File: config.mk
export PLATFORM = sky130hd
export DESIGN_NAME = root_port_flat
export DESIGN_NICKNAME = d
export VERILOG_FILES = /design/src/hdl/link_pkg.sv /design/src/hdl/link_if.sv /design/src/hdl/root_port.sv /design/src/hdl/tlp_fifo.sv /design/src/flat_wrapper.sv
export SDC_FILE = /design/constraint.sdc
export NUM_CORES = 1
export LEC_CHECK = 0
export CAP_MARGIN = 20
export CORE_MARGIN = 2
export CORE_UTILIZATION = 40
export DETAILED_ROUTE_END_ITERATION = 7
export DONT_BUFFER_PORTS = 1
export GPL_TIMING_DRIVEN = 0
export PLACE_DENSITY_LB_ADDON = 0.25
export SYNTH_ARGS = -nofsm -noshare
export SYNTH_HDL_FRONTEND = slang
export SYNTH_SLANG_ARGS = --single-unit
File: constraint.sdc
create_clock -name clk -period 13 [get_ports clk]
set_clock_uncertainty 0.2 [all_clocks]
set_input_delay 1.3 -clock clk [delete_from_list [all_inputs] [get_ports clk]]
set_output_delay 1.3 -clock clk [all_outputs]
set_load 0.02 [all_outputs]
File: src/hdl/link_pkg.sv
// Purpose: shared constants and types for the root port and endpoint ends
// Assumes: one 20 MHz clock, transaction-level link model
// Notes: lane/rate codes are carried as plain fields on the link
package link_pkg;
   localparam int WORD_W = 32;
   localparam int ADDR_W = 64;
   localparam int ADDR_LIMIT_BIT = 36;
   localparam int FIFO_DEPTH = 4;
   localparam int CFG_SPACE_BYTES = 4096;
   localparam int CFG_LEGACY_BYTES = 256;
   localparam logic [11:0] CFG_EXT_BASE = 12'h100;
   localparam int MAX_LANES = 16;
   localparam int MAX_CFG_RETRY = 8;
   localparam int TRAIN_TIME_NS = 1000;
   localparam int CLK_PERIOD_NS = 50;
   localparam int TRAIN_CYCLES = (TRAIN_TIME_NS + CLK_PERIOD_NS - 1) / CLK_PERIOD_NS;

   typedef enum logic [2:0] {
      W_X1 = 3'h0,
      W_X2 = 3'h1,
      W_X4 = 3'h2,
      W_X8 = 3'h3,
      W_X16 = 3'h4
   } width_t;

   typedef enum logic [1:0] {
      GEN1 = 2'h0,
      GEN2 = 2'h1,
      GEN3 = 2'h2
   } rate_t;

   typedef enum logic [0:0] {
      ENC_8B10B = 1'h0,
      ENC_128B130B = 1'h1
   } enc_t;

   typedef enum logic [2:0] {
      TLP_MEM_RD = 3'h0,
      TLP_MEM_WR = 3'h1,
      TLP_CFG_RD = 3'h2,
      TLP_CFG_WR = 3'h3,
      TLP_MSG_MSI = 3'h4,
      TLP_CPL = 3'h5
   } tlp_t;

   typedef enum logic [1:0] {
      CPL_OK = 2'h0,
      CPL_UR = 2'h1,
      CPL_RETRY = 2'h2
   } cpl_t;

   typedef struct packed {
      tlp_t kind;
      logic [ADDR_W-1:0] addr;
      logic [WORD_W-1:0] data;
      logic no_snoop;
      logic relaxed;
      logic peer;
      logic [2:0] vc;
      cpl_t status;
   } tlp_s_t;

   localparam int TLP_W = $bits(tlp_s_t);
endpackage

File: src/hdl/link_if.sv
// Purpose: carrier joining root port and endpoint
// Assumes: both ends on clk
// Notes: transaction-level packets with valid/ready each way
`timescale 1ns/1ps
interface link_if;
   import link_pkg::*;
   logic present;
   logic [4:0] lanes_offered;
   logic [2:0] rates_offered;
   logic train_req;
   width_t width;
   rate_t rate;
   enc_t enc;
   logic link_up;
   tlp_s_t dn_tlp;
   logic dn_valid;
   logic dn_ready;
   tlp_s_t up_tlp;
   logic up_valid;
   logic up_ready;
   modport root (input present, input lanes_offered, input rates_offered, output train_req,
      output width, output rate, output enc, output link_up, output dn_tlp, output dn_valid,
      input dn_ready, input up_tlp, input up_valid, output up_ready);
   modport endpt (output present, output lanes_offered, output rates_offered, input train_req,
      input width, input rate, input enc, input link_up, input dn_tlp, input dn_valid,
      output dn_ready, output up_tlp, output up_valid, input up_ready);
endinterface

File: src/hdl/root_port.sv
// Purpose: root port end: training, config translation, address limits, ordering
// Assumes: endpoint end keeps its rules; host issues one config access at a time
// Notes: the downstream path passes through a 4-word FIFO
// Function
// - Train up to x16, fall back narrower
// - Three rates chosen at negotiation
// - Gen1 and Gen2 use 8b/10b coding
// - Gen3 uses 128b/130b coding
// - 4 KB config space, extended from 100h
// - Legacy region via both access methods
// - Memory-mapped config becomes config requests
// - Software uses aligned 32-bit config accesses
// - Downstream addresses never reach 64 GB
// - Upstream reads above 64 GB get UR
// - Upstream writes above 64 GB dropped
// - Retry status config requests reissued
// - Peer traffic only posted writes, VC0
// - Snooped strict and non-snooped relaxed traffic
// - Training starts automatically after reset
// - Link presented as a bridge hierarchy
// - Accept MSI and MSI-X messages
// - No hot-plug handling
`timescale 1ns/1ps
module root_port
   import link_pkg::*;
(
   // Clock and reset
   input wire logic clk,
   input wire logic reset_n,
   // Host memory/config requests
   input wire logic host_valid,
   output logic host_ready,
   input wire logic host_write,
   input wire logic host_cfg,
   input wire logic host_legacy_cfg,
   input wire logic [link_pkg::ADDR_W-1:0] host_addr,
   input wire logic [link_pkg::WORD_W-1:0] host_wdata,
   input wire logic host_no_snoop,
   input wire logic host_peer,
   // Host answers
   output logic cfg_done,
   output logic [link_pkg::WORD_W-1:0] cfg_rdata,
   output logic cfg_error,
   // Upstream toward memory
   output logic mem_wr_valid,
   output logic [link_pkg::ADDR_W-1:0] mem_wr_addr,
   output logic [link_pkg::WORD_W-1:0] mem_wr_data,
   output logic ur_sent,
   output logic wr_dropped,
   output logic msi_valid,
   output logic [link_pkg::WORD_W-1:0] msi_data,
   // Status
   output link_pkg::width_t link_width,
   output link_pkg::rate_t link_rate,
   output logic link_trained,
   // Link
   link_if.root lnk
);
   import link_pkg::*;

   typedef enum logic [3:0] {
      S_DETECT = 4'b0001,
      S_TRAIN = 4'b0010,
      S_UP = 4'b0100,
      S_CFG_WAIT = 4'b1000
   } state_t;

   state_t state_reg;
   logic [$clog2(TRAIN_CYCLES+1)-1:0] train_cnt_reg;
   width_t width_reg;
   rate_t rate_reg;
   tlp_s_t cfg_tlp_reg;
   logic [3:0] retry_cnt_reg;
   tlp_s_t dn_in;
   logic dn_in_valid;
   logic dn_in_ready;
   logic [TLP_W-1:0] dn_out;
   logic cfg_issue_reg;
   logic up_is_cpl;
   logic up_high;
   logic peer_rd;
   logic ur_pend_reg;

   // Widest common width and fastest common rate
   function automatic width_t pick_width(input logic [4:0] offered);
      if (offered[4]) return W_X16;
      else if (offered[3]) return W_X8;
      else if (offered[2]) return W_X4;
      else if (offered[1]) return W_X2;
      else return W_X1;
   endfunction

   function automatic rate_t pick_rate(input logic [2:0] offered);
      if (offered[2]) return GEN3;
      else if (offered[1]) return GEN2;
      else return GEN1;
   endfunction

   // Training runs from reset with no software step; no hot-plug, so a lost endpoint is not retrained
   always_ff @(posedge clk or negedge reset_n) begin
      if (!reset_n) begin
         state_reg <= S_DETECT;
         train_cnt_reg <= '0;
         width_reg <= W_X1;
         rate_reg <= GEN1;
      end else begin
         case (state_reg)
            S_DETECT: begin
               if (lnk.present) begin
                  state_reg <= S_TRAIN;
                  train_cnt_reg <= '0;
               end
            end
            S_TRAIN: begin
               if (train_cnt_reg == ($bits(train_cnt_reg))'(TRAIN_CYCLES - 1)) begin
                  width_reg <= pick_width(lnk.lanes_offered);
                  rate_reg <= pick_rate(lnk.rates_offered);
                  state_reg <= S_UP;
               end else begin
                  train_cnt_reg <= train_cnt_reg + 1'b1;
               end
            end
            S_UP: begin
               if (host_valid && host_cfg && dn_in_ready) state_reg <= S_CFG_WAIT;
            end
            S_CFG_WAIT: begin
               if (lnk.up_valid && lnk.up_tlp.kind == TLP_CPL &&
                   (lnk.up_tlp.status != CPL_RETRY || retry_cnt_reg == 4'(MAX_CFG_RETRY))) begin
                  state_reg <= S_UP;
               end
            end
            default: state_reg <= S_DETECT;
         endcase
      end
   end

   assign lnk.train_req = (state_reg == S_TRAIN);
   assign lnk.width = width_reg;
   assign lnk.rate = rate_reg;
   assign lnk.enc = (rate_reg == GEN3) ? ENC_128B130B : ENC_8B10B;
   assign lnk.link_up = (state_reg == S_UP) || (state_reg == S_CFG_WAIT);
   assign link_width = width_reg;
   assign link_rate = rate_reg;
   assign link_trained = lnk.link_up;

   // Host request to a downstream packet; config offsets stay inside the 4 KB function space
   always_comb begin
      dn_in = '0;
      dn_in.no_snoop = host_no_snoop;
      dn_in.relaxed = host_no_snoop;
      dn_in.peer = host_peer && host_write && !host_cfg;
      dn_in.vc = 3'h0;
      dn_in.data = host_wdata;
      dn_in.addr = {{(ADDR_W-ADDR_LIMIT_BIT){1'b0}}, host_addr[ADDR_LIMIT_BIT-1:0]};
      if (host_cfg) begin
         // Legacy port path and flat memory-mapped path both land here
         dn_in.kind = host_write ? TLP_CFG_WR : TLP_CFG_RD;
         dn_in.addr[11:0] = host_legacy_cfg ? {4'h0, host_addr[7:2], 2'b00}
                                            : {host_addr[11:2], 2'b00};
      end else begin
         dn_in.kind = host_write ? TLP_MEM_WR : TLP_MEM_RD;
      end
   end

   // Peer reads are refused at the host port
   // Config never counts as peer, else it would wait for a completion that never comes
   assign peer_rd = host_peer && !host_write && !host_cfg;
   assign dn_in_valid = cfg_issue_reg || (state_reg == S_UP && host_valid && !peer_rd);
   assign host_ready = (state_reg == S_UP) && !cfg_issue_reg && (dn_in_ready || peer_rd);

   // Config retry: hold the request and send it again
   always_ff @(posedge clk or negedge reset_n) begin
      if (!reset_n) begin
         cfg_tlp_reg <= '0;
         retry_cnt_reg <= '0;
         cfg_issue_reg <= 1'b0;
      end else begin
         if (state_reg == S_UP && host_valid && host_cfg && dn_in_ready) begin
            cfg_tlp_reg <= dn_in;
            retry_cnt_reg <= '0;
         end
         if (cfg_issue_reg && dn_in_ready) cfg_issue_reg <= 1'b0;
         if (state_reg == S_CFG_WAIT && lnk.up_valid && lnk.up_tlp.kind == TLP_CPL &&
             lnk.up_tlp.status == CPL_RETRY && retry_cnt_reg != 4'(MAX_CFG_RETRY)) begin
            cfg_issue_reg <= 1'b1;
            retry_cnt_reg <= retry_cnt_reg + 1'b1;
         end
      end
   end

   tlp_fifo #(.WIDTH(TLP_W), .DEPTH(FIFO_DEPTH)) dn_fifo (
      .clk(clk),
      .reset_n(reset_n),
      .in_data(cfg_issue_reg ? cfg_tlp_reg : dn_in),
      .in_valid(dn_in_valid),
      .in_ready(dn_in_ready),
      .out_data(dn_out),
      .out_valid(lnk.dn_valid),
      .out_ready(lnk.dn_ready)
   );
   assign lnk.dn_tlp = tlp_s_t'(dn_out);

   // Upstream handling
   assign up_is_cpl = lnk.up_tlp.kind == TLP_CPL;
   assign up_high = |lnk.up_tlp.addr[ADDR_W-1:ADDR_LIMIT_BIT];
   assign lnk.up_ready = !ur_pend_reg;

   always_ff @(posedge clk or negedge reset_n) begin
      if (!reset_n) begin
         cfg_done <= 1'b0;
         cfg_rdata <= '0;
         cfg_error <= 1'b0;
         mem_wr_valid <= 1'b0;
         mem_wr_addr <= '0;
         mem_wr_data <= '0;
         wr_dropped <= 1'b0;
         msi_valid <= 1'b0;
         msi_data <= '0;
      end else begin
         cfg_done <= 1'b0;
         mem_wr_valid <= 1'b0;
         wr_dropped <= 1'b0;
         msi_valid <= 1'b0;
         if (lnk.up_valid && !ur_pend_reg) begin
            if (up_is_cpl && state_reg == S_CFG_WAIT &&
                (lnk.up_tlp.status != CPL_RETRY || retry_cnt_reg == 4'(MAX_CFG_RETRY))) begin
               cfg_done <= 1'b1;
               cfg_rdata <= lnk.up_tlp.data;
               cfg_error <= lnk.up_tlp.status != CPL_OK;
            end else if (lnk.up_tlp.kind == TLP_MEM_WR) begin
               if (up_high) begin
                  wr_dropped <= 1'b1;
               end else begin
                  mem_wr_valid <= 1'b1;
                  mem_wr_addr <= lnk.up_tlp.addr;
                  mem_wr_data <= lnk.up_tlp.data;
               end
            end else if (lnk.up_tlp.kind == TLP_MSG_MSI) begin
               msi_valid <= 1'b1;
               msi_data <= lnk.up_tlp.data;
            end
         end
      end
   end

   // UR answers bypass the FIFO; up_ready stalls while one is pending
   always_ff @(posedge clk or negedge reset_n) begin
      if (!reset_n) begin
         ur_pend_reg <= 1'b0;
      end else if (ur_pend_reg) begin
         ur_pend_reg <= 1'b0;
      end else if (lnk.up_valid && lnk.up_tlp.kind == TLP_MEM_RD && up_high) begin
         ur_pend_reg <= 1'b1;
      end
   end
   assign ur_sent = ur_pend_reg;
endmodule

File: src/hdl/tlp_fifo.sv
// Purpose: small flop FIFO with valid/ready on both sides
// Assumes: single clock
// Notes: depth must be a power of two
`timescale 1ns/1ps
module tlp_fifo #(
   parameter int WIDTH = 8,
   parameter int DEPTH = 4
) (
   // Clock and reset
   input wire logic clk,
   input wire logic reset_n,
   // Fill side
   input wire logic [WIDTH-1:0] in_data,
   input wire logic in_valid,
   output logic in_ready,
   // Drain side
   output logic [WIDTH-1:0] out_data,
   output logic out_valid,
   input wire logic out_ready
);
   localparam int AW = $clog2(DEPTH);
   // Pointer wrap relies on a power-of-two depth
   if (WIDTH < 1 || DEPTH < 2 || (1 << AW) != DEPTH) begin
      $error("tlp_fifo DEPTH must be a power of two");
   end
   logic [WIDTH-1:0] mem_reg [DEPTH];
   logic [AW:0] wr_reg;
   logic [AW:0] rd_reg;
   logic push;
   logic pop;
   assign in_ready = (wr_reg - rd_reg) != (AW+1)'(DEPTH);
   assign out_valid = wr_reg != rd_reg;
   assign push = in_valid && in_ready;
   assign pop = out_valid && out_ready;
   assign out_data = mem_reg[rd_reg[AW-1:0]];
   always_ff @(posedge clk) begin
      if (push) begin
         mem_reg[wr_reg[AW-1:0]] <= in_data;
      end
   end
   always_ff @(posedge clk or negedge reset_n) begin
      if (!reset_n) begin
         wr_reg <= '0;
         rd_reg <= '0;
      end else begin
         if (push) wr_reg <= wr_reg + 1'b1;
         if (pop) rd_reg <= rd_reg + 1'b1;
      end
   end
endmodule

File: src/flat_wrapper.sv
// flat-port wrapper written by rule: the top's interface ports become plain ports
module root_port_flat import link_pkg::*;
  (clk, reset_n, host_valid, host_ready, host_write, host_cfg, host_legacy_cfg, host_addr, host_wdata, host_no_snoop, host_peer, cfg_done, cfg_rdata, cfg_error, mem_wr_valid, mem_wr_addr, mem_wr_data, ur_sent, wr_dropped, msi_valid, msi_data, link_width, link_rate, link_trained, lnk_present, lnk_lanes_offered, lnk_rates_offered, lnk_train_req, lnk_width, lnk_rate, lnk_enc, lnk_link_up, lnk_dn_tlp, lnk_dn_valid, lnk_dn_ready, lnk_up_tlp, lnk_up_valid, lnk_up_ready);
  link_if lnk_i ();
  input wire logic clk;
  input wire logic reset_n;
  input wire logic host_valid;
  output logic host_ready;
  input wire logic host_write;
  input wire logic host_cfg;
  input wire logic host_legacy_cfg;
  input wire logic [link_pkg::ADDR_W-1:0] host_addr;
  input wire logic [link_pkg::WORD_W-1:0] host_wdata;
  input wire logic host_no_snoop;
  input wire logic host_peer;
  output logic cfg_done;
  output logic [link_pkg::WORD_W-1:0] cfg_rdata;
  output logic cfg_error;
  output logic mem_wr_valid;
  output logic [link_pkg::ADDR_W-1:0] mem_wr_addr;
  output logic [link_pkg::WORD_W-1:0] mem_wr_data;
  output logic ur_sent;
  output logic wr_dropped;
  output logic msi_valid;
  output logic [link_pkg::WORD_W-1:0] msi_data;
  output link_pkg::width_t link_width;
  output link_pkg::rate_t link_rate;
  output logic link_trained;
  input wire logic [$bits(lnk_i.present)-1:0] lnk_present;
  input wire logic [$bits(lnk_i.lanes_offered)-1:0] lnk_lanes_offered;
  input wire logic [$bits(lnk_i.rates_offered)-1:0] lnk_rates_offered;
  output wire logic [$bits(lnk_i.train_req)-1:0] lnk_train_req;
  output wire logic [$bits(lnk_i.width)-1:0] lnk_width;
  output wire logic [$bits(lnk_i.rate)-1:0] lnk_rate;
  output wire logic [$bits(lnk_i.enc)-1:0] lnk_enc;
  output wire logic [$bits(lnk_i.link_up)-1:0] lnk_link_up;
  output wire logic [$bits(lnk_i.dn_tlp)-1:0] lnk_dn_tlp;
  output wire logic [$bits(lnk_i.dn_valid)-1:0] lnk_dn_valid;
  input wire logic [$bits(lnk_i.dn_ready)-1:0] lnk_dn_ready;
  input wire logic [$bits(lnk_i.up_tlp)-1:0] lnk_up_tlp;
  input wire logic [$bits(lnk_i.up_valid)-1:0] lnk_up_valid;
  output wire logic [$bits(lnk_i.up_ready)-1:0] lnk_up_ready;
  assign lnk_i.present = lnk_present;
  assign lnk_i.lanes_offered = lnk_lanes_offered;
  assign lnk_i.rates_offered = lnk_rates_offered;
  assign lnk_train_req = lnk_i.train_req;
  assign lnk_width = lnk_i.width;
  assign lnk_rate = lnk_i.rate;
  assign lnk_enc = lnk_i.enc;
  assign lnk_link_up = lnk_i.link_up;
  assign lnk_dn_tlp = lnk_i.dn_tlp;
  assign lnk_dn_valid = lnk_i.dn_valid;
  assign lnk_i.dn_ready = lnk_dn_ready;
  assign lnk_i.up_tlp = lnk_up_tlp;
  assign lnk_i.up_valid = lnk_up_valid;
  assign lnk_up_ready = lnk_i.up_ready;
  root_port u_core (.clk(clk), .reset_n(reset_n), .host_valid(host_valid), .host_ready(host_ready), .host_write(host_write), .host_cfg(host_cfg), .host_legacy_cfg(host_legacy_cfg), .host_addr(host_addr), .host_wdata(host_wdata), .host_no_snoop(host_no_snoop), .host_peer(host_peer), .cfg_done(cfg_done), .cfg_rdata(cfg_rdata), .cfg_error(cfg_error), .mem_wr_valid(mem_wr_valid), .mem_wr_addr(mem_wr_addr), .mem_wr_data(mem_wr_data), .ur_sent(ur_sent), .wr_dropped(wr_dropped), .msi_valid(msi_valid), .msi_data(msi_data), .link_width(link_width), .link_rate(link_rate), .link_trained(link_trained), .lnk(lnk_i));
endmodule
Word level (Yosys, flattened, before mapping):

Memory sizes are Yosys's and may differ from the RTL's.
Index checks and enable logic that the tools add are counted.

* bits in registers: 264
* memory bits (writable): 428
* output and inout port bits: 290
* memories: 1

Memory list
* u_core.dn_fifo.mem_reg: words 4, width 107, rd ports 1, clocked after Yosys merged registers in 0, write ports 1, RTL line tlp_fifo.sv:26 `logic [WIDTH-1:0] mem_reg [DEPTH];`

* $add $sub $neg: 5
* eq/ne operators: 20
* multiplexer cells: 43
* bitwise gates (word level): 3
* reduce and logical (&&, ||, !) cells: 47

Operators by type and width (number)
* 107-bit two-way mux: 1
* 28-bit OR reduction: 1
* 1-bit logical AND: 26
* 1-bit two-way mux: 25
* 12-bit two-way mux: 2
* 4-bit two-way mux: 6
* 4-bit one-hot mux with 4 select lines: 1
* 3-bit two-way mux: 4
* 4-bit AND reduction: 3
* 5-bit two-way mux: 2
* 5-bit one-hot mux with 2 select lines: 1
* 4-bit == test, second input constant: 2
* 2-bit nonzero test: 4
* 3-bit by 1-bit adder with 3-bit output, second input constant: 2
* 3-bit == test, second input constant: 2
* 2-bit by 1-bit inequality test with 1-bit output, second input constant: 3
* 2-bit inequality test, second input constant: 3
* 5-bit by 1-bit adder with 5-bit output, second input constant: 1
* 5-bit == test, second input constant: 1
* 1-bit zero test: 5
* 4-bit by 1-bit adder with 4-bit output, second input constant: 1
* 2-bit == test, second input constant: 2
* 4-bit by 1-bit == test with 1-bit output, second input constant: 1
* 4-bit by 2-bit == test with 1-bit output, second input constant: 1
* 12 further kinds: 18

Longest topological paths before layout:

Gate-level depths: netlist of run 1.

* depth in word-level cells: 9
* mapped depth: 10

Modules after synthesis:

From an unflattened synthesis of run 1, not the netlist that was laid out.

* cell total of the unflattened synthesis: 1463
* area total of the unflattened synthesis: 26491.7 um2

Modules (own cells, without submodules)
* tlp_fifo: times used 1, cells each 595, area each 15813.9 um2
* root_port: times used 1, cells each 868, area each 10677.7 um2

Worst setup path after synthesis of run 1:

No wires, ideal clock.

* kind: input to register
* from: input host_peer
* to: memory u_core.dn_fifo.mem_reg[3][104] (netlist name), enable pin
* data arrival time: 7.184 ns
* required time: 12.163 ns
* setup slack: 4.979 ns
* stages on the path: 3
* path through: or3b_2 > a31oi_1 > a311oi_1

* word-level cells in the longest chain between the ends: 8

RTL lines
* start, declared: RTL line flat_wrapper.sv:15 `input wire logic host_peer;`
* 1-bit logical AND (2 in series): RTL line root_port.sv:167 `assign peer_rd = host_peer && !host_write && !host_cfg;`
* 1-bit zero test: RTL line root_port.sv:168 `assign dn_in_valid = cfg_issue_reg || (state_reg == S_UP && host_valid && !peer_rd);`
* 1-bit logical AND: RTL line root_port.sv:168
* 1-bit logical OR: RTL line root_port.sv:168
* 1-bit logical AND: RTL line tlp_fifo.sv:33 `assign push = in_valid && in_ready;`
* 1-bit two-way mux: RTL line tlp_fifo.sv:37 `if (push) begin`
* 1-bit two-way mux (implied by the code): RTL line tlp_fifo.sv:38 `mem_reg[wr_reg[AW-1:0]] <= in_data;`
* end, declared: RTL line tlp_fifo.sv:26

No other way between the ends.

Worst setup path after layout of run 1:

* from: register u_core.dn_fifo.rd_reg[1]
* to: output host_ready

* word-level cells in the longest chain between the ends: 4

RTL lines
* start, declared: RTL line tlp_fifo.sv:28 `logic [AW:0] rd_reg;`
* start signal, assigned: RTL line tlp_fifo.sv:47 `if (pop) rd_reg <= rd_reg + 1'b1;`
* 3-bit subtractor: RTL line tlp_fifo.sv:31 `assign in_ready = (wr_reg - rd_reg) != (AW+1)'(DEPTH);`
* 3-bit inequality test: RTL line tlp_fifo.sv:31
* 1-bit logical OR: RTL line root_port.sv:169 `assign host_ready = (state_reg == S_UP) && !cfg_issue_reg && (dn_in_ready || peer_rd);`
* 1-bit logical AND: RTL line root_port.sv:169
* end, declared: RTL line flat_wrapper.sv:8 `output logic host_ready;`

No other way between the ends.

==> impl_metrics.py, run 1 <==
metrics = {
    "synthesis": {
        "async_flop_share": 0.477,
        "synth-main-ff-cell": "edfxtp_1",
        "syn-instance-count": 1173,
        "yosysUniqueCellTypes": 49,
        "ys_seq_area_frac": 0.705,
        "yosysWarnings": 0,
        "synth-edff-count": 288,
        "syn-cell-area_sq_mm": 0.0216,
        "syn_area_per_cell_sq_um": 18.4,
        "synth_seq_cells": 551,
    },
    "global_routing": {
        "grt_pass1_vias": 11500,
        "grt_pass1_wl_microns": 75500,
        "antenna_found_initial": 2,
        "grt_use_total": 0.184,
        "grt_overflow": 0,
        "grt_max_degree": 264,
    },
    "pwr": {
        "p_total_mw": 4.79,
        "leakage_nw": 9.95,
        "powerDensity_mw_per_mm2": 192,
        "max-vdd-ir-drop_uv": 101,
    },
    "cts": {
        "htree_levels": 2,
        "postCtsSetupRepairBufs": 0,
        "cts-root-buf": "clkbuf_16",
        "postCtsHoldBufs": 0,
        "clock_sinks": 551,
        "cts_buffers": 59,
        "clkTransAtPathRegs_ps": 60,
        "cts_tree": "built",
        "insertion_delay_ps": 610,
        "cts_resized": 0,
        "cts_buffer_depth": 3,
    },
    "detailed_routing": {
        "routed_via_density": 5.23,
        "firstDrtPassIters": 6,
        "vias": 10600,
        "final_antenna_net_count": 0,
        "drt-initial-drc-count": 620,
        "wl_per_cell_microns": 25.5,
        "wirelength_microns": 51600,
        "drc_errors": 0,
    },
    "job": {
        "drv_cap": 0,
    },
    "worst_setup_path": {
        "cp-start-kind": "flip-flop",
        "reg2regPathDepth": 9,
        "r2r_slack_ps": 8700,
        "r2r_start": "u_core.dn_fifo.rd_reg[1]",
        "crit_type": "reg2out",
        "r2r_end": "u_core.dn_fifo.mem_reg[0][72]",
        "path_max_fanout": 10,
        "worstPathArrival_ps": 4050,
        "crit_path_end_kind": "output port",
        "worst-endpoint-required_ps": 11500,
    },
    "timing": {
        "post-route-period-util": 0.427,
        "setup_viol": 0,
        "clock.fmax_ghz": 0.180,
        "rsz0062_at_grt": "no",
        "slew_headroom": 0.244,
        "fin_ws_ps": 7450,
        "min_period_ps": 5550,
        "tightest_slew_ps": 1130,
        "finalSetupTns_ps": 0,
        "final_hold_viol_count": 0,
        "drv_slew": 0,
    },
    "finish": {
        "largest_reg_flops": 288,
        "area_growth_pct": 15.6,
        "n_fill_cell": 4623,
        "drive_gt1_frac": 0.380,
        "num_antenna_cells": 0,
        "nets": 1513,
    },
    "floorplanning": {
        "fp.dieW_microns": 236,
        "initial_core_util": 0.403,
        "die_h_microns": 236,
        "dieArea_sq_mm": 0.0559,
        "coreArea_sq_mm": 0.0536,
        "rows": 85,
        "io_pins": 512,
    },
    "placement": {
        "portBuffers": 0,
        "gp_congestion": 0.802,
        "place_ws_ps": 8070,
        "hpwl_microns": 35200,
    },
    "worst_hold_path": {
        "hp-class": "in2async",
    },
    "status": {
        "status": "complete, no violations",
    },
}
[cell families after synthesis]
| kind of cell | share of synthesized area |
|---|---|
| DFF | 0.705 |
| muxes | 0.216 |
| buffers and inverters | 0.0279 |
| and+or+nand+nor | 0.0305 |
| AOI/OAI and AO/OA | 0.0106 |
| xor gates and xnor gates | 0.00446 |
| adders and majority gates | 0.00579 |
| other | 0.000174 |
[metal layers]
layer,track usage,part of all wire,vias up
li1,-,-,4585
met1,0.213,0.38,5561
met2,0.324,0.51,364
met3,0.0646,0.081,78
met4,0.0470,0.022,4
met5,0,0.00056,-
[placed cells by master, fill, tap and decap left out, types with 5 or more instances in the layout]
| cell type | count |
|---|---|
| clkbuf_8 | 5 |
| nand3_1 | 5 |
| xor2_1 | 5 |
| buf_4 | 41 |
| clkinv_1 | 6 |
| dfrtp_1 | 262 |
| mux4_2 | 72 |
| edfxtp_1 | 288 |
| conb_1 | 34 |
| nand2_1 | 22 |
| xnor2_1 | 6 |
| nor2_1 | 10 |
| buf_2 | 14 |
| bufinv_16 | 10 |
| mux2_2 | 262 |
| nor2b_1 | 32 |
| buf_8 | 7 |
| buf_1 | 15 |
| nor4_1 | 7 |
| a21oi_1 | 5 |
| clkbuf_16 | 62 |
| ha_1 | 10 |
| buf_16 | 5 |
| clkinv_2 | 10 |
| o21ai_0 | 10 |
| clkbuf_1 | 36 |
| inv_1 | 18 |
[power breakdown]
part / leakage, nW / total [mW] / switching (mW) / internal, mW
clock network: 1.03 / 1.79 / 0.688 / 1.10
logic: 2.83 / 0.893 / 0.521 / 0.373
registers: 6.09 / 2.12 / 0.120 / 2.00
total: 9.95 / 4.79 / 1.33 / 3.47
[cells in the mapped netlist, types with 7 or more instances]
cell type / number / area share
mux2_2: 262 / 0.14
dfrtp_1: 262 / 0.30
clkbuf_1: 25 / 0.0043
ha_1: 10 / 0.0058
buf_4: 41 / 0.014
buf_1: 15 / 0.0026
buf_2: 13 / 0.0030
nor4_1: 7 / 0.0020
mux4_2: 72 / 0.075
nand2_1: 22 / 0.0038
nor2_1: 10 / 0.0017
o21ai_0: 10 / 0.0023
edfxtp_1: 288 / 0.40
and2_1: 7 / 0.0020
inv_1: 18 / 0.0031
nor2b_1: 32 / 0.0093
[worst max-delay path by stage]
stage                                   startpoint                              to  slack (ps)  cells after the start
after global routing      u_core.dn_fifo.rd_reg[1]                      host_ready        7180                      8
after floorplan                          host_peer  u_core.dn_fifo.mem_reg[3][104]        4980                      3
after CTS                 u_core.dn_fifo.rd_reg[1]                      host_ready        7380                      8
after detailed placement  u_core.dn_fifo.rd_reg[1]                      host_ready        8070                      8
final                     u_core.dn_fifo.rd_reg[1]                      host_ready        7450                      8
after global placement    u_core.dn_fifo.rd_reg[1]   u_core.dn_fifo.mem_reg[3][27]       -1370                      7
[worst max-delay path, cell delays in order (launching register included)]
cell      delay [ps]
dfrtp_1          370
clkbuf_1         580
clkbuf_1         680
inv_1            110
ha_1             210
nor2b_1          140
xnor2_1          220
and4_1           270
nor3_1           850
[per-stage QoR]
step	cell area [sq um]	utilization	hold WS, ps	cells
after detailed placement	22900	0.426	250	1914
after global routing	25000	0.466	143	2026
after CTS	25000	0.465	150	2024
after global placement	22600	0.422	246	1902
final	25000	0.466	192	2026
after floorplan	21700	-	228	1206
[cell type report]
type | count | area, sq um | area share
Buffer | 95 | 534 | 0.0214
Clock buffer | 78 | 1660 | 0.0665
Clock inverter | 32 | 434 | 0.0174
Inverter | 18 | 67.6 | 0.00271
Multi-Input combinational cell | 542 | 5920 | 0.237
Sequential cell | 551 | 15200 | 0.610
Tap cell | 696 | 871 | 0.0349
Timing Repair Buffer | 14 | 255 | 0.0102
Note: power is estimated with default switching activity, not from simulation.
==> inputs of run 2 (changes only) <==
--- a/config.mk
+++ b/config.mk
@@ -5,6 +5,7 @@
 export SDC_FILE = /design/constraint.sdc
 export NUM_CORES = 1
 export LEC_CHECK = 0
+export ABC_AREA = 1
 export CAP_MARGIN = 20
 export CORE_MARGIN = 2
 export CORE_UTILIZATION = 40
==> constraint.sdc (replaced) <==
create_clock -name clk -period 5 [get_ports clk]
set_clock_uncertainty 0.2 [all_clocks]
set_input_delay 0.5 -clock clk [delete_from_list [all_inputs] [get_ports clk]]
set_output_delay 0.5 -clock clk [all_outputs]
set_load 0.02 [all_outputs]
==> run 2 against run 1 <==
  * The flow now finishes with violations (negative hold slack)
  * Sequential share of layout area is 4.5 points lower
  * Global-route usage is 4.1 points higher
  * Sequential power grew to 2.6 times the previous value
  * Synthesized cell count is 76% higher
  * Highest routed layer unchanged
==> impl_metrics.py, run 2 <==
metrics = {
    "global_routing": {
        "grt_max_degree": 264,
        "grt_pass1_wl_microns": 96600,
        "grt_overflow": 0,
        "antenna_found_initial": 8,
        "grt_pass1_vias": 15700,
        "grt_use_total": 0.225,
    },
    "timing": {
        "drv_slew": 0,
        "final_hold_viol_count": 263,
        "slew_headroom": 0.434,
        "min_period_ps": 4370,
        "tightest_slew_ps": 847,
        "clock.fmax_ghz": 0.229,
        "hold_ws_ps": -595,
        "setup_viol": 0,
        "rsz0062_at_grt": "no",
        "post-route-period-util": 0.875,
    },
    "job": {
        "drv_cap": 0,
    },
    "synthesis": {
        "synth_area_leader_cell": "edfxtp_1",
        "syn_area_per_cell_sq_um": 10.7,
        "ys_top_cells_by_area": "edfxtp_1 39%, dfrtp_1 30%, nand2_1 6.9%",
        "ys_seq_area_frac": 0.686,
        "syn-instance-count": 2068,
        "yosysWarnings": 0,
        "synth_seq_cells": 551,
        "synthDominantCellAreaShare": 0.390,
        "netlist_top_cells_count": "409 x nand2_1, 298 x o21ai_0, 288 x edfxtp_1",
        "synth.most_common_cell": "nand2_1",
        "yosysUniqueCellTypes": 33,
        "syn-cell-area_sq_mm": 0.0222,
        "synth-main-ff-cell": "edfxtp_1",
        "async_flop_share": 0.477,
        "synth-edff-count": 288,
    },
    "placement": {
        "gp_congestion": 0.830,
        "hpwl_microns": 45000,
        "portBuffers": 0,
    },
    "detailed_routing": {
        "routed_via_density": 5.02,
        "drt-initial-drc-count": 1026,
        "vias": 15700,
        "final_antenna_net_count": 0,
        "drc_errors": 0,
        "wirelength_microns": 65400,
        "wl_per_cell_microns": 20.9,
        "firstDrtPassIters": 5,
    },
    "worst_setup_path": {
        "cp-start-kind": "flip-flop",
        "worst-endpoint-required_ps": 5100,
        "worstPathArrival_ps": 4480,
        "r2r_end": "u_core.dn_fifo.mem_reg[1][20]",
        "crit_path_end_kind": "flip-flop",
        "crit_type": "reg2reg",
        "cp-startpoint": "u_core.dn_fifo.rd_reg[1]",
        "r2r_slack_ps": 630,
        "r2r_start": "u_core.dn_fifo.rd_reg[1]",
        "reg2regPathDepth": 12,
        "cp-endpoint": "u_core.dn_fifo.mem_reg[1][20]",
        "path_max_fanout": 19,
    },
    "pwr": {
        "pwr-share-clk": 0.325,
        "p_int_mw": 8.40,
        "p_seq_frac": 0.428,
        "pwr-share-comb": 0.247,
        "swShare": 0.343,
        "p_sw_mw": 4.39,
        "max-vdd-ir-drop_uv": 278,
        "powerDensity_mw_per_mm2": 475,
        "leakage_nw": 11.4,
    },
    "cts": {
        "cts_buffer_depth": 3,
        "cts_tree": "built",
        "clkTransAtPathRegs_ps": 60,
        "clock_sinks": 551,
        "postCtsSetupRepairBufs": 0,
        "insertion_delay_ps": 600,
        "postCtsHoldBufs": 160,
        "htree_levels": 2,
        "cts_buffers": 56,
        "cts-root-buf": "clkbuf_16",
    },
    "floorplanning": {
        "initial_core_util": 0.404,
        "die_h_microns": 240,
        "io_pins": 512,
        "coreArea_sq_mm": 0.0550,
        "fp.dieW_microns": 240,
        "dieArea_sq_mm": 0.0574,
        "rows": 86,
    },
    "status": {
        "violations": "negative hold slack",
        "status": "finished, violations left",
    },
    "finish": {
        "largest_reg_flops": 288,
        "final_common_cell": "nand2_1",
        "mostFrequentLayoutCells": "409 x nand2_1, 298 x o21ai_0, 288 x edfxtp_1",
        "final_util": 0.490,
        "nets": 2562,
        "area_growth_pct": 21.5,
        "drive_gt1_frac": 0.0821,
    },
    "worst_hold_path": {
        "hp-class": "in2async",
    },
}
## run 2: critical path, cell delays in order (launching register included)
cell	delay, ps
dfrtp_1	360
clkbuf_1	600
inv_1	110
buf_2	250
clkbuf_1	290
ha_1	380
a21oi_1	150
nand2_1	110
nand3_4	150
nand2_1	310
nor2_4	720
buf_16	240
buf_16	170
## run 2: layer usage
metal  wire length (microns)  vias up  track usage
met2                   33300      568        0.395
li1                        -     7413            -
met4                    1730        4       0.0693
met3                    5270       97       0.0612
met5                      25        -            0
met1                   25100     7610        0.267
## run 2: per-stage QoR
stage / cells / cell area (sq um) / total power [mW] / setup TNS, ps / setup slack [ps]
floorplan: 2101 / 22300 / 7.64 / -143680 / -499
global placement: 2849 / 23300 / 8.56 / -1177020 / -4220
detailed placement: 2860 / 23500 / 8.66 / 0 / 527
CTS: 3123 / 26900 / 12.9 / 0 / 515
global route: 3129 / 27000 / 13.4 / 0 / 335
finish: 3129 / 27000 / 12.8 / 0 / 626
## run 2: layout make-up
type | count | area [sq um]
plain buffers | 155 | 883
fillers | 4902 | 28000
inverters | 172 | 646
repair buffers | 171 | 1840
diodes | 6 | 15.0
clock inverters | 19 | 206
clock buffers | 84 | 1610
well taps | 748 | 936
flip-flops and latches | 551 | 15200
multi-input cells | 1223 | 5590
## run 2: repair_timing
item,4_1_cts,5_1_grt
setup endpoints to repair,0,0
resized for setup,0,0
endpoints found under the hold margin,475,263
## run 2: power by group through the flow
stage          Sequential (mW)  Combinational (mW)  Clock, mW
2_1_floorplan             5.48                2.16          0
6_report                  5.47                3.16       4.15
3_3_place_gp              5.55                3.01          0
3_5_place_dp              5.56                3.10          0
4_1_cts                   5.47                3.21       4.24
5_1_grt                   5.51                3.47       4.41
## run 2: logic make-up after synthesis
group	Yosys count	synth area share
buf+inv	327	0.0689
other cells	1	0.000169
xor+xnor	5	0.00197
flops	551	0.686
fa+ha+maj	10	0.00564
compound gates	440	0.104
simple gates	734	0.133
## run 2: worst min-delay path by stage
stage | startpoint | slack, ps | cells after the start | end
global route | reset_n | -630 | 0 | u_core.cfg_rdata[19]
floorplan | reset_n | 4 | 0 | u_core.cfg_done
CTS | reset_n | -650 | 0 | u_core.cfg_tlp_reg[31]
global placement | reset_n | 10 | 0 | u_core.cfg_tlp_reg[74]
detailed placement | reset_n | 10 | 0 | u_core.cfg_rdata[21]
finish | reset_n | -590 | 0 | u_core.cfg_rdata[19]
